--- src/hw/tbse_map.vh ---
// Register offsets, field positions, reset values and encodings for the time base.
`ifndef TBSE_MAP_VH
`define TBSE_MAP_VH

// Register byte offsets on the APB port.
`define TBSE_OFF_CTRL     12'h000
`define TBSE_OFF_STATUS   12'h004
`define TBSE_OFF_PHASE    12'h008
`define TBSE_OFF_COUNT    12'h00c
`define TBSE_OFF_PERIOD   12'h010
`define TBSE_OFF_COMPARE_B_VALUE     12'h014
`define TBSE_OFF_INTSTAT  12'h018
`define TBSE_OFF_INTMASK  12'h01c

// Control register fields.
`define TBSE_CTL_MODE_LO   0
`define TBSE_CTL_MODE_HI   1
`define TBSE_CTL_PHASE_LOAD_ENABLE     2
`define TBSE_CTL_PRDIMM    3
`define TBSE_CTL_SOSEL_LO  4
`define TBSE_CTL_SOSEL_HI  5
`define TBSE_CTL_SWSYNC    6
`define TBSE_CTL_DIV_LO    8
`define TBSE_CTL_DIV_HI    15
`define TBSE_CTL_WIDTH     16
`define TBSE_CTL_RESET     16'h0000

// Counter modes.
`define TBSE_MODE_UPDOWN  2'h0
`define TBSE_MODE_UP      2'h1
`define TBSE_MODE_DOWN    2'h2
`define TBSE_MODE_STOP    2'h3

// Sync output sources.
`define TBSE_SO_SYNCIN    2'h0
`define TBSE_SO_ZERO      2'h1
`define TBSE_SO_COMPARE_B_VALUE      2'h2
`define TBSE_SO_OFF       2'h3

// Status and interrupt bit positions.
`define TBSE_ST_DIR       0
`define TBSE_ST_MAX       1
`define TBSE_IRQ_PRD      0
`define TBSE_IRQ_ZERO     1
`define TBSE_IRQ_COMPARE_B_VALUE     2
`define TBSE_IRQ_SYNC     3
`define TBSE_IRQ_WIDTH    4

// Counter constants.
`define TBSE_CNT_ZERO     16'h0000
`define TBSE_CNT_MAX      16'hffff
`define TBSE_PERIOD_RST   16'hffff
`define TBSE_DIV_RESET    8'h00

`endif

--- src/hw/tbse_prescale.v ---
// Divider that turns the system clock into one-cycle time-base enables.
`timescale 1ns/1ns
module tbse_prescale (
  input  wire       clock,     // system clock
  input  wire       nrst,      // async reset, active low
  input  wire [7:0] divide,    // enable every divide+1 cycles
  output reg        tick       // one-cycle time-base enable
);
`include "tbse_map.vh"

  reg [7:0] count;

  always @(posedge clock or negedge nrst) begin
    if (!nrst) begin
      count <= `TBSE_DIV_RESET;
      tick  <= 1'b0;
    end else if (count >= divide) begin
      count <= `TBSE_DIV_RESET;
      tick  <= 1'b1;
    end else begin
      count <= count + 8'h01;
      tick  <= 1'b0;
    end
  end

endmodule

--- src/hw/tbse_timebase.v ---
// Time-base counter with event flags, sync chain and APB registers.
//
// Implementation choices: the APB interface to the registers and the address map.
`timescale 1ns/1ns
module tbse_timebase (
  input  wire        clock,            // system clock, 50 MHz
  input  wire        nrst,             // async reset, active low
  input  wire        psel,             // APB select
  input  wire        penable,          // APB access phase
  input  wire        pwrite,           // APB write
  input  wire [11:0] paddr,            // APB byte address
  input  wire [31:0] pwdata,           // APB write data
  output wire        pready,           // APB ready, always high
  output reg  [31:0] prdata,           // APB read data
  output wire        pslverr,          // APB error on unmapped address
  input  wire        chainSyncIn,      // sync pulse from upstream or pin
  output reg         chainSyncOut,     // sync pulse downstream
  output reg  [15:0] timebaseCounter,  // counter value
  output reg         countAtPeriod,    // counter equals active period
  output reg         countAtZero,      // counter equals zero
  output reg         countMatchCompareB, // counter equals compare B
  output reg         countDirection,   // high while counting up
  output reg         countAtMaximum,   // counter equals all ones
  output wire        timebaseClock,    // one-cycle time-base enable
  output wire        irq               // level interrupt
);
`include "tbse_map.vh"

  ////////////////////////////////////////////////////////////////////////////
  // Registers and pin synchroniser.

  reg  [15:0] control;
  reg  [15:0] phaseValue;
  reg  [15:0] periodActive;
  reg  [15:0] periodShadow;
  reg  [15:0] compareBValue;
  reg  [3:0]  intStatus;
  reg  [3:0]  intMask;
  reg         syncMeta;
  reg         syncSync;
  reg         syncLast;
  reg         syncPending;
  reg         swSync;

  wire [1:0] countMode   = control[`TBSE_CTL_MODE_HI:`TBSE_CTL_MODE_LO];
  wire [1:0] syncOutSel  = control[`TBSE_CTL_SOSEL_HI:`TBSE_CTL_SOSEL_LO];
  wire       phaseLoadEnable     = control[`TBSE_CTL_PHASE_LOAD_ENABLE];
  wire       periodImmediateLoad = control[`TBSE_CTL_PRDIMM];
  wire [7:0] clockDivide = control[`TBSE_CTL_DIV_HI:`TBSE_CTL_DIV_LO];

  // Bus decode; the slave answers in the access cycle with no wait states.
  // Count and status are read-only; a write to them is dropped quietly.
  wire access   = psel & penable;
  wire writeHit = access & pwrite;
  wire mapped   = (paddr == `TBSE_OFF_CTRL)    |
                  (paddr == `TBSE_OFF_STATUS)  |
                  (paddr == `TBSE_OFF_PHASE)   |
                  (paddr == `TBSE_OFF_COUNT)   |
                  (paddr == `TBSE_OFF_PERIOD)  |
                  (paddr == `TBSE_OFF_COMPARE_B_VALUE)    |
                  (paddr == `TBSE_OFF_INTSTAT) |
                  (paddr == `TBSE_OFF_INTMASK);

  assign pready  = 1'b1;
  assign pslverr = access & ~mapped;

  tbse_prescale prescaler (
    .clock  (clock),
    .nrst   (nrst),
    .divide (clockDivide),
    .tick   (timebaseClock)
  );

  // The pin may come from another device, so it is double flopped before
  // any edge detection looks at it.
  always @(posedge clock or negedge nrst) begin
    if (!nrst) begin
      syncMeta <= 1'b0;
      syncSync <= 1'b0;
      syncLast <= 1'b0;
    end else begin
      syncMeta <= chainSyncIn;
      syncSync <= syncMeta;
      syncLast <= syncSync;
    end
  end

  wire syncEdge = syncSync & ~syncLast;

  ////////////////////////////////////////////////////////////////////////////
  // Software register writes.

  always @(posedge clock or negedge nrst) begin
    if (!nrst) begin
      control       <= `TBSE_CTL_RESET;
      phaseValue    <= `TBSE_CNT_ZERO;
      periodShadow  <= `TBSE_PERIOD_RST;
      compareBValue <= `TBSE_CNT_ZERO;
      intMask       <= 4'h0;
      swSync        <= 1'b0;
    end else begin
      if (timebaseClock)
        swSync <= 1'b0;
      if (writeHit) begin
        case (paddr)
          `TBSE_OFF_CTRL: begin
            // The software sync bit is a strobe and never stored.
            control <= pwdata[15:0] & ~(16'h0001 << `TBSE_CTL_SWSYNC);
            if (pwdata[`TBSE_CTL_SWSYNC])
              swSync <= 1'b1;
          end
          `TBSE_OFF_PHASE:   phaseValue    <= pwdata[15:0];
          `TBSE_OFF_PERIOD: begin
            // Writes land in the shadow unless immediate load is set.
            if (!periodImmediateLoad)
              periodShadow <= pwdata[15:0];
          end
          `TBSE_OFF_COMPARE_B_VALUE:    compareBValue <= pwdata[15:0];
          `TBSE_OFF_INTMASK: intMask       <= pwdata[3:0];
          default: ;
        endcase
      end
    end
  end

  ////////////////////////////////////////////////////////////////////////////
  // Counter.

  // Sync events arriving between ticks are held until the next tick. They
  // are held whether or not phase loading is on, because a slow divider
  // would otherwise lose an edge that only has to be forwarded.
  wire syncAccepted = syncPending | syncEdge | swSync;
  wire periodWrite  = writeHit & (paddr == `TBSE_OFF_PERIOD);

  always @(posedge clock or negedge nrst) begin
    if (!nrst) begin
      timebaseCounter <= `TBSE_CNT_ZERO;
      countDirection  <= 1'b1;
      periodActive    <= `TBSE_PERIOD_RST;
      syncPending     <= 1'b0;
    end else begin
      if (timebaseClock)
        syncPending <= 1'b0;
      else if (syncEdge)
        syncPending <= 1'b1;
      if (periodWrite & periodImmediateLoad)
        periodActive <= pwdata[15:0];
      else if (timebaseClock & ~periodImmediateLoad &
               (timebaseCounter == `TBSE_CNT_ZERO))
        periodActive <= periodShadow;
      // A phase load keeps the present direction, so up-down mode resumes
      // the way it was heading.
      if (timebaseClock) begin
        if (phaseLoadEnable & syncAccepted)
          timebaseCounter <= phaseValue;
        else begin
          case (countMode)
            `TBSE_MODE_UPDOWN: begin
              if (countDirection) begin
                if (timebaseCounter >= periodActive) begin
                  countDirection  <= 1'b0;
                  timebaseCounter <= timebaseCounter - 16'h0001;
                end else
                  timebaseCounter <= timebaseCounter + 16'h0001;
              end else begin
                if (timebaseCounter == `TBSE_CNT_ZERO) begin
                  countDirection  <= 1'b1;
                  timebaseCounter <= timebaseCounter + 16'h0001;
                end else
                  timebaseCounter <= timebaseCounter - 16'h0001;
              end
            end
            `TBSE_MODE_UP: begin
              countDirection <= 1'b1;
              if (timebaseCounter >= periodActive)
                timebaseCounter <= `TBSE_CNT_ZERO;
              else
                timebaseCounter <= timebaseCounter + 16'h0001;
            end
            `TBSE_MODE_DOWN: begin
              countDirection <= 1'b0;
              if (timebaseCounter == `TBSE_CNT_ZERO)
                timebaseCounter <= periodActive;
              else
                timebaseCounter <= timebaseCounter - 16'h0001;
            end
            default: ;
          endcase
        end
      end
    end
  end

  ////////////////////////////////////////////////////////////////////////////
  // Event outputs and sync out.

  // The flags are registered and so trail the counter by one system clock.
  wire eqPeriod = (timebaseCounter == periodActive);
  wire eqZero   = (timebaseCounter == `TBSE_CNT_ZERO);
  wire eqCmpB   = (timebaseCounter == compareBValue);

  always @(posedge clock or negedge nrst) begin
    if (!nrst) begin
      countAtPeriod      <= 1'b0;
      countAtZero        <= 1'b0;
      countMatchCompareB <= 1'b0;
      countAtMaximum     <= 1'b0;
    end else begin
      countAtPeriod      <= eqPeriod;
      countAtZero        <= eqZero;
      countMatchCompareB <= eqCmpB;
      countAtMaximum <= (timebaseCounter == `TBSE_CNT_MAX);
    end
  end

  // The output pulse is one tick long: it rises with a tick and falls at
  // the next, so downstream modules on the same divider see it once.
  reg next_syncOut;
  always @* begin
    case (syncOutSel)
      `TBSE_SO_SYNCIN: next_syncOut = syncAccepted;
      `TBSE_SO_ZERO:   next_syncOut = eqZero;
      `TBSE_SO_COMPARE_B_VALUE:   next_syncOut = eqCmpB;
      default:         next_syncOut = 1'b0;
    endcase
  end

  // Zero and compare-B are levels that may hold over several ticks, with
  // a period of zero, say; only a fresh rise of the source sends a pulse.
  reg syncSrcLast;
  always @(posedge clock or negedge nrst) begin
    if (!nrst) begin
      chainSyncOut <= 1'b0;
      syncSrcLast  <= 1'b0;
    end else if (timebaseClock) begin
      chainSyncOut <= next_syncOut & ~syncSrcLast;
      syncSrcLast  <= next_syncOut;
    end
  end

  ////////////////////////////////////////////////////////////////////////////
  // Interrupt flags and read mux.

  // Counter events are qualified by the tick, so each counter state sets
  // its flag once however slow the divider runs.
  wire [3:0] intEvents;
  assign intEvents[`TBSE_IRQ_PRD]  = timebaseClock & eqPeriod;
  assign intEvents[`TBSE_IRQ_ZERO] = timebaseClock & eqZero;
  assign intEvents[`TBSE_IRQ_COMPARE_B_VALUE] = timebaseClock & eqCmpB;
  assign intEvents[`TBSE_IRQ_SYNC] = syncEdge;

  wire [3:0] intClear = (writeHit & (paddr == `TBSE_OFF_INTSTAT)) ?
                        pwdata[3:0] : 4'h0;

  // A new event wins over a clear in the same cycle.
  always @(posedge clock or negedge nrst) begin
    if (!nrst)
      intStatus <= 4'h0;
    else
      intStatus <= (intStatus & ~intClear) | intEvents;
  end

  assign irq = |(intStatus & intMask);

  // Read data is taken in the setup cycle, so it stands through the whole
  // access cycle without a wait state.

  always @(posedge clock or negedge nrst) begin
    if (!nrst)
      prdata <= 32'h00000000;
    else if (psel & ~penable & ~pwrite) begin
      case (paddr)
        `TBSE_OFF_CTRL:    prdata <= {16'h0000, control};
        `TBSE_OFF_STATUS:  prdata <= {30'h00000000, countAtMaximum,
                                      countDirection};
        `TBSE_OFF_PHASE:   prdata <= {16'h0000, phaseValue};
        `TBSE_OFF_COUNT:   prdata <= {16'h0000, timebaseCounter};
        `TBSE_OFF_PERIOD:  prdata <= {16'h0000, periodImmediateLoad ?
                                      periodActive : periodShadow};
        `TBSE_OFF_COMPARE_B_VALUE:    prdata <= {16'h0000, compareBValue};
        `TBSE_OFF_INTSTAT: prdata <= {28'h0000000, intStatus};
        `TBSE_OFF_INTMASK: prdata <= {28'h0000000, intMask};
        default:           prdata <= 32'h00000000;
      endcase
    end
  end

endmodule

--- config.mk ---
export PLATFORM = sky130hd
export DESIGN_NAME = tbse_timebase
export DESIGN_NICKNAME = d
export VERILOG_FILES = /design/src/hw/tbse_prescale.v /design/src/hw/tbse_timebase.v
export VERILOG_INCLUDE_DIRS = /design/src /design/src/hw
export SDC_FILE = /design/constraint.sdc
export NUM_CORES = 1
export LEC_CHECK = 0
export ABC_CLOCK_PERIOD_IN_PS = 8700
export BUFFER_PORTS_ARGS = -buffer_cell sky130_fd_sc_hd__clkbuf_2
export CAP_MARGIN = 30
export CORE_UTILIZATION = 60
export CTS_CLUSTER_DIAMETER = 30
export DETAILED_ROUTE_END_ITERATION = 7
export PLACE_DENSITY = 0.89
export SLEW_MARGIN = 5
export SYNTH_ARGS = -nofsm -noshare
export SYNTH_HDL_FRONTEND = slang
export SYNTH_HIERARCHICAL = 1
export SYNTH_SLANG_ARGS = --single-unit
--- constraint.sdc ---
create_clock -name clock -period 8.7 [get_ports clock]
set_clock_uncertainty 0.1 [all_clocks]
set_input_delay 0.87 -clock clock [delete_from_list [all_inputs] [get_ports clock]]
set_output_delay 0.87 -clock clock [all_outputs]
set_load 0.02 [all_outputs]
### Word level (Yosys, flattened, before mapping)

Index checks and enable logic that the tools add are counted.

| word-level totals | value |
|---|---|
| bits in registers | 156 |
| bits in latches | 0 |
| memory bits (writable) | 0 |
| bits in read-only memories | 0 |
| input port bits | 50 |
| output and inout port bits | 58 |
| word-level logic and storage cells | 119 |
| memories kept | 0 |

| operators by class | value |
|---|---|
| add/sub/neg operators | 3 |
| multipliers | 0 |
| divide/modulo/power cells | 0 |
| order comparisons | 2 |
| equality and inequality tests | 14 |
| shift operators | 0 |
| mux-type cells | 25 |
| bitwise logic cells | 36 |
| reduce and logical (&&, ||, !) cells | 16 |

Operator list:

| cell | count |
|---|---|
| $mux 16 | 9 |
| $pmux 16 s8 | 1 |
| $eq 12x5->1 const B | 4 |
| $pmux 16 s3 | 1 |
| $eq 16x16->1 | 2 |
| $eq 12x4->1 const B | 2 |
| $add 16x1->16 const B | 1 |
| $and 1x1->1 | 16 |
| $eq 16x16->1 const B | 1 |
| $ge 16x16->1 | 1 |
| $logic_not 16->1 | 1 |
| $sub 16x1->16 const B | 1 |
| $eq 12x3->1 const B | 1 |
| $logic_not 12->1 | 1 |
| $mux 1 | 10 |
| $reduce_and 2->1 | 5 |
| $or 1x1->1 | 9 |
| $add 8x1->8 const B | 1 |
| $and 4x4->4 | 2 |
| $ge 8x8->1 | 1 |
| $mux 8 | 1 |
| $not 1->1 | 7 |
| $pmux 1 s3 | 2 |
| $reduce_and 3->1 | 2 |
| 10 further kinds | 14 |

### Logic depth before layout (Yosys ltp)

Gate-level depths: netlist of the first run.

| logic depth | value |
|---|---|
| depth after elaboration | 10 |
| depth in mapped cells | 12 |
| gate-level depth less buffers | 9 |

### Modules after synthesis

Netlist of the first run, hierarchy kept.

Modules (own cells, without submodules):

| module | instances | cells an instance | area each (µm²) | seq. area each (µm²) |
|---|---|---|---|---|
| tbse_timebase | 1 | 848 | 8,269.2 | 3,319.4 |
| tbse_prescale | 1 | 55 | 580.6 | 225.2 |

### Worst setup path before layout of the first run

No wires, ideal clock.

| timing | value |
|---|---|
| path kind | register to register |
| start | register timebaseCounter[0] |
| end | register timebaseCounter[4] |
| setup time | 0.131 ns |
| data arrival time | 2.642 ns |
| data required time | 8.469 ns |
| slack | 5.827 ns |
| cell stages (with the launch flop) | 12 |
| path buffers | 2 |
| period minus slack after synthesis | 2.873 ns |
| path through | dfrtp_1 > clkbuf_1 > inv_1 > ha_1 > nand4_1 > nor4_4 > a2111oi_4 > and3_1 > buf_6 > o21a_4 > nor3_1 > or3_1 |

| between the ends | value |
|---|---|
| word-level cells in the longest chain between the ends | 5 |
| elaborated cells on any way between the ends | 11 |
| classes of those cells | add/sub (2); order compare (1); mux (7); reduce/logical (1) |

RTL lines:

| element | RTL line | source |
|---|---|---|
| start, declared | tbse_timebase.v:18 | `output reg [15:0] timebaseCounter,` |
| start signal, assigned | tbse_timebase.v:137 | `` timebaseCounter <= `TBSE_CNT_ZERO; `` |
| start signal, assigned | tbse_timebase.v:155 | `timebaseCounter <= phaseValue;` |
| start signal, assigned | tbse_timebase.v:162 | `timebaseCounter <= timebaseCounter - 16'h0001;` |
| $sub 16x1->16, or another cell as far along | tbse_timebase.v:162, tbse_timebase.v:170, tbse_timebase.v:185 |  |
| $mux 16 (on tied branches) | tbse_timebase.v:166, tbse_timebase.v:160 |  |
| $mux 16 | tbse_timebase.v:159 | `if (countDirection) begin` |
| $pmux 16 s3 * | tbse_timebase.v:157 | `case (countMode)` |
| $mux 16 * | tbse_timebase.v:154 | `if (phaseLoadEnable & syncAccepted)` |

Every way passes the cells marked *; elsewhere a longest branch is shown, timed or not.
A chain may end at the register's enable or synchronous reset.

### Worst setup path after layout of the first run

| timing | value |
|---|---|
| start | register timebaseCounter[0] |
| end | register timebaseCounter[7] |

The elaborated chain is that of the path after synthesis.

==> metrics.md, run 1 <==
| Metric | Value |
|---|---|
| Top-count cell post-synth | `dfrtp_1` |
| P&R area growth vs syn | `11.3%` |
| CP max stage cell | `dfrtp_1` |
| Clock Power Share | `0.333` |
| Setup-failing EPs final | `0` |
| Main area contributors after synthesis | `dfrtp_1, dfstp_2, mux2_2, ha_1, nand2_1` |
| Switching Share | `0.365` |
| Comb power frac | `0.302` |
| Die Wd | `123 um` |
| Gp weighted congestion | `1.00` |
| Ant. Diodes | `0` |
| Total track usage | `0.348` |
| PnR Total Power | `2.33 mW` |
| Post-synth top cells | `dfrtp_1, nand2_1, nor2_1` |
| CTS HTree Levels | `4` |
| I/O Buffers | `74` |
| P_sw | `0.851 mW` |
| CTS resizes | `0` |
| CTS buffer count | `17` |
| Initial antenna violation count | `0` |
| Cell variety after synth | `81` |
| First-pass GRT wire length | `39500 um` |
| Mapped Cells | `903` |
| Hold WC Path Type | `reg -> reg` |
| 1st-pass router iterations | `6` |
| Die area | `0.0152 mm^2` |
| Via count | `7679` |
| Worst Path Arrival | `3.84 ns` |
| Finished Cell Area | `0.00985 mm^2` |
| Number of setup buffers added after CTS | `0` |
| Status | `completed` |
| Die Span Y | `123 um` |
| Cell Pwr Density | `237 mW/mm^2` |
| Endpoint class of the critical path | `flop` |
| CTS max path bufs | `2` |
| Core Util, Final | `0.680` |
| Row cnt | `44` |
| Mean Syn Cell Area | `9.80 um^2` |
| Peak VDD IR | `0.153 mV` |
| Most used DFF post-synth | `dfrtp_1` |
| I/O Pins | `108` |
| Seq/Total Area, Yosys | `0.401` |
| Fin crit period | `3.64 ns` |
| Vias in the first global route | `7289` |
| Final Cycle Share | `0.418` |
| Hold buffers post-CTS | `0` |
| Slew HR | `0.370` |
| CTS clk-pin slew, worst paths | `0.06 ns` |
| Yosys warns | `6` |
| Vias per cell | `6.71` |
| Max-cap violations | `0` |
| Leakage | `4.37 nW` |
| CP max FO | `9` |
| Fin. max-slew vios | `0` |
| Residual DRC count | `0` |
| Most frequent CP cell | `nand4_1` |
| Largest net degree at the start of global routing | `75` |
| Final Routed Wirelength | `25200 um` |
| Setup TNS | `0 ns` |
| Later-pin clock latency in the skew report | `0.43 ns` |
| Slowest cell delay on critical path | `0.64 ns` |
| Number of synthesized register bits | `140` |
| Clock Tree Root | `clkbuf_16` |
| Least-Margin Pin Slew | `0.942 ns` |
| Syn Std Cell Area | `0.00885 mm^2` |
| RSZ-0062 raised after global routing | `no` |
| Largest area contributor in the netlist | `dfrtp_1` |
| Share of layout cells above drive strength 1 | `0.245` |
| CTS tree | `done` |
| WL per Instance | `22.0 um` |
| Post-synth top area share | `0.303` |
| Setup ws final | `5.06 ns` |
| WP data required | `8.91 ns` |
| Post-layout net count | `1030` |
| CTS Sinks | `140` |
| Int Power | `1.48 mW` |
| Drt first-iter violations | `999` |
| Initial Utilization | `0.611` |
| Hold Fails Final Rpt | `0` |
| Post-Place Setup Slack | `5.06 ns` |
| Core area | `0.0145 mm^2` |
| CP Launch Type | `flop` |
| Critical Path, Cell by Cell | `inv_1, ha_1, nand4_1, nor4_4, a2111oi_4, nand4_1, a22oi_2, a221oi_2, o32ai_2` |
| HPWL after DPL | `16900 um` |
| Placed cell areas | `0.00920 mm^2` |
| EDFF count, synth | `0` |
| Global route total overflow | `0` |
| Final ANT Viol Nets | `0` |
| Seq pwr share | `0.365` |
| Worst Path Class, Setup | `reg -> reg` |
| Async SR Flop Fraction | `1.00` |
| Max frequency | `275 MHz` |
[final cells by class]
type	count	area, um^2
multi-input combinational	660	4810
fill	1033	4630
sequential	140	3540
clock buffer	25	485
timing repair buffer	85	467
tap	184	230
inverter	44	165
clock inverter	7	139
[final timing paths]
kind                               startpoint                 end  slack [ns]  depth (start not counted)
setup / recovery           timebaseCounter[0]  timebaseCounter[7]        5.06                          9
min in group asynchronous                nrst       countAtPeriod        0.37                          1
setup reg to reg           timebaseCounter[0]  timebaseCounter[7]        5.06                          9
hold reg to reg                      syncMeta            syncSync        0.25                          0
hold / removal                       syncMeta            syncSync        0.25                          0
max in group asynchronous                nrst    compareBValue[1]        6.80                          2
[layout by cell type, fill, tap and decap left out, drive strengths merged, types with 4 or more instances in the layout]
cell    count
conb       17
clkbuf     98
xor2       11
nand4      14
or3         8
dfrtp     107
o211ai      7
nand2      97
dfstp      33
a21oi      33
o22ai       5
nor3       29
nand2b      6
mux2       85
mux2i      21
a221oi     17
nand3      28
a31oi       5
a22oi      25
bufinv      4
buf        12
inv        44
xnor2      29
ha         32
o21ai      33
a21o        5
nor4        9
o31ai       7
and3       10
nor2       67
a211oi      6
a22o       13
[through the flow]
step | instances | hold WS, ns
2_1_floorplan | 918 | 0.231
3_3_place_gp | 1111 | 0.231
3_5_place_dp | 1111 | 0.238
4_1_cts | 1143 | 0.250
5_1_grt | 1145 | 0.268
6_report | 1145 | 0.249
[cell families (layout without fill, tap and decap cells)]
family | after synthesis | in the layout | share of synthesized area
AND/OR/NAND/NOR | 284 | 284 | 0.165
AO/OA/AOI/OAI | 181 | 181 | 0.155
flip-flops | 140 | 140 | 0.401
buffers and inverters | 118 | 161 | 0.0623
multiplexers | 106 | 106 | 0.132
XOR/XNOR | 40 | 40 | 0.0396
adder cells (fa/ha/maj) | 32 | 32 | 0.0452
other | 2 | 17 | 0.000849
[registers in the layout, summed over array words and instances, names as in the netlist, 4 cells and up]
register,flops
periodShadow,16
intMask,4
control,15
periodActive,16
phaseValue,16
prescaler/count,8
timebaseCounter,16
prdata,16
compareBValue,16
intStatus,4
[critical path: cells and delay by family (launching register included)]
| kind | cells | cell delay [ns] |
|---|---|---|
| DFF | 1 | 0.64 |
| adders and majority gates | 1 | 0.36 |
| buffers and inverters | 1 | 0.27 |
| AOI/OAI and AO/OA | 4 | 1.57 |
| and+or+nand+nor | 3 | 0.57 |
[power groups by stage]
stage / Sequential (mW) / Clock (mW) / Combinational, mW
global placement: 0.851 / 0 / 0.654
detailed placement: 0.855 / 0 / 0.675
CTS: 0.843 / 0.778 / 0.692
finish: 0.851 / 0.775 / 0.704
global route: 0.857 / 0.805 / 0.761
floorplan: 0.784 / 0 / 0.566
[per-layer routing]
layer | vias to the layer above | part of all wire | routed length (um) | track usage
met5 | - | 0 | 0 | 0
met4 | 0 | 0.037 | 931 | 0.163
met3 | 90 | 0.10 | 2590 | 0.0849
met2 | 517 | 0.47 | 11800 | 0.529
met1 | 3753 | 0.39 | 9850 | 0.467
li1 | 3319 | - | - | -
Power figures use the tool's default switching activity.
==> run 2, diff against run 1 <==
- ABC_AREA: unset -> 1
- ABC_CLOCK_PERIOD_IN_PS: 8700 -> 3050
- CORE_UTILIZATION: 60 -> 54
- PLACE_DENSITY: 0.89 -> 0.85
- clock period: 8.7 -> 3.05 ns (I/O delays scaled with it)
==> metrics.md, run 2 <==
| Metric | Value |
|---|---|
| Gp weighted congestion | `0.981` |
| WL per Instance | `17.9 um` |
| Vias in the first global route | `8502` |
| Leading cell type in the layout, fill and taps excluded | `nand2_1` |
| Most used DFF post-synth | `dfrtp_1` |
| Final ANT Viol Nets | `0` |
| CP Depth | `14` |
| Seq/Total Area, Yosys | `0.387` |
| CTS buffer count | `17` |
| Top-count cell post-synth | `nand2_1` |
| Vias per cell | `5.79` |
| Syn Std Cell Area | `0.00915 mm^2` |
| Critical Path, Cell by Cell | `inv_1, ha_1, nand2_1, nor2_1, nand2_1, o21ai_1, nor2_2, nand3_1, nand3_1, nand2_1, nor2_1, nand2_1, nand2_1, nand2_1` |
| Setup TNS | `0 ns` |
| Setup ws final | `0.255 ns` |
| Largest net degree at the start of global routing | `89` |
| Mapped Cells | `1269` |
| Row cnt | `47` |
| Share of layout cells above drive strength 1 | `0.161` |
| CP Launch Type | `flop` |
| Number of synthesized register bits | `140` |
| Final Cycle Share | `0.916` |
| Yosys warns | `6` |
| Cell variety after synth | `47` |
| Commonest cells after routing, fill and taps aside | `nand2_1, inv_1, dfrtp_1` |
| Global route total overflow | `0` |
| Hold Fails Final Rpt | `1` |
| Worst Path Arrival | `3.01 ns` |
| First-pass GRT wire length | `45300 um` |
| Ant. Diodes | `0` |
| EDFF count, synth | `0` |
| Post-layout net count | `1433` |
| Total track usage | `0.336` |
| Post-Place Setup Slack | `0.366 ns` |
| Post-synth top area share | `0.293` |
| Hold Slack | `-0.00408 ns` |
| Cell Pwr Density | `657 mW/mm^2` |
| CTS Sinks | `140` |
| I/O Buffers | `74` |
| CTS max path bufs | `2` |
| HPWL after DPL | `20800 um` |
| Core area | `0.0166 mm^2` |
| Setup-failing EPs final | `0` |
| Most frequent CP cell | `nand2_1` |
| 1st-pass router iterations | `6` |
| Initial antenna violation count | `0` |
| CP max stage cell | `dfstp_2` |
| WP data required | `3.27 ns` |
| RSZ-0062 raised after global routing | `no` |
| Die area | `0.0175 mm^2` |
| Main area contributors after synthesis | `dfrtp_1, nand2_1, dfstp_2, inv_1, o21ai_0` |
| Finished Cell Area | `0.0104 mm^2` |
| Failing checks | `hold timing` |
| Hold WC Path Type | `in -> reg` |
| Hold Path Cell Cnt | `3` |
| CTS clk-pin slew, worst paths | `0.06 ns` |
| Slew HR | `0.329` |
| CTS HTree Levels | `4` |
| R2r worst-path depth | `14` |
| Later-pin clock latency in the skew report | `0.43 ns` |
| CTS tree | `done` |
| Drt first-iter violations | `1198` |
| PnR Total Power | `6.84 mW` |
| Fin crit period | `2.79 ns` |
| P&R area growth vs syn | `13.8%` |
| Final Routed Wirelength | `28400 um` |
| Initial Utilization | `0.552` |
| Fin. max-slew vios | `0` |
| Max-cap violations | `0` |
| Residual DRC count | `0` |
| Least-Margin Pin Slew | `1.00 ns` |
| Worst path buffer plus inverter count | `1` |
| Worst Path Class, Setup | `reg -> reg` |
| Max frequency | `358 MHz` |
| Largest area contributor in the netlist | `dfrtp_1` |
| Async SR Flop Fraction | `1.00` |
| Die Span Y | `132 um` |
| Post-synth top cells | `nand2_1, inv_1, dfrtp_1` |
| I/O Pins | `108` |
| Peak VDD IR | `0.446 mV` |
| Core Util, Final | `0.628` |
| Mean Syn Cell Area | `7.21 um^2` |
| Placed cell areas | `0.00975 mm^2` |
| CP max FO | `8` |
| Via count | `9176` |
| Leakage | `4.99 nW` |
| Crit path max-delay family | `simple AND/OR/NAND/NOR gates` |
| Status | `complete, but fails checks` |
| Clock Tree Root | `clkbuf_16` |
| Endpoint class of the critical path | `flop` |
| Die Wd | `132 um` |
| Slowest cell delay on critical path | `0.53 ns` |
-- run 2: changes by cell type after synthesis, sizes merged, moves of 18 or more --
cell / delta
mux2i: -18
mux2: -85
nor2: +22
a22oi: -25
nand2: +330
o21ai: +80
inv: +104
xnor2: -24
o22ai: +18
nand3: +53
-- run 2: metal layers --
metal	up-vias	share of wire	track usage
li1	4247	-	-
met3	101	0.11	0.0711
met4	0	0.049	0.169
met2	590	0.44	0.506
met5	-	0	0
met1	4238	0.40	0.458
-- run 2: final timing paths --
check	start	endpoint	slack, ns
max in group asynchronous	nrst	countDirection	1.59
min in group asynchronous	nrst	syncMeta	0.38
min reg2reg	syncMeta	syncSync	0.25
min	pwdata[8]	periodActive[8]	-0.004
max	periodActive[3]	timebaseCounter[13]	0.26
max reg2reg	periodActive[3]	timebaseCounter[13]	0.26
-- run 2: power breakdown --
part           total [mW]  switching (mW)  internal, mW
Combinational        2.63            1.79         0.838
Sequential           2.07           0.101          1.97
Clock                2.14           0.809          1.33
Total                6.84            2.70          4.14
-- run 2: area by class of cell --
| type | instances | area [um^2] |
|---|---|---|
| repair buffers | 113 | 684 |
| well taps | 220 | 275 |
| clock inverters | 10 | 139 |
| inverters | 149 | 559 |
| clock buffers | 22 | 464 |
| flip-flops and latches | 140 | 3540 |
| fillers | 1439 | 6170 |
| multi-input cells | 930 | 4740 |
-- run 2: logic make-up (layout without fill, tap and decap cells) --
| kind of cell | after synthesis | count (layout) | share of synthesized area |
|---|---|---|---|
| AOI/OAI and AO/OA | 210 | 210 | 0.132 |
| adders and majority gates | 32 | 32 | 0.0438 |
| and+or+nand+nor | 643 | 643 | 0.308 |
| buffers and inverters | 214 | 294 | 0.100 |
| muxes | 3 | 3 | 0.00328 |
| xor gates and xnor gates | 25 | 25 | 0.0239 |
| other | 2 | 17 | 0.000821 |
| DFF | 140 | 140 | 0.387 |
-- run 2: repair_timing --
action,4_1_cts,5_1_grt
buffers inserted,0,0
hold endpoints to repair,73,0
hold buffers,6,0
resized for setup,0,0
-- run 2: per-stage QoR --
stage          hold WS, ns  std cells
2_1_floorplan      -0.0906       1284
3_3_place_gp         0.235       1546
3_5_place_dp         0.237       1546
4_1_cts            0.00139       1584
5_1_grt            0.00739       1584
6_report          -0.00408       1584
-- run 2: worst min-delay path, cell delays in order --
cell      delay [ns]
clkbuf_2        0.09
nand2_1         0.06
nand3_1         0.06
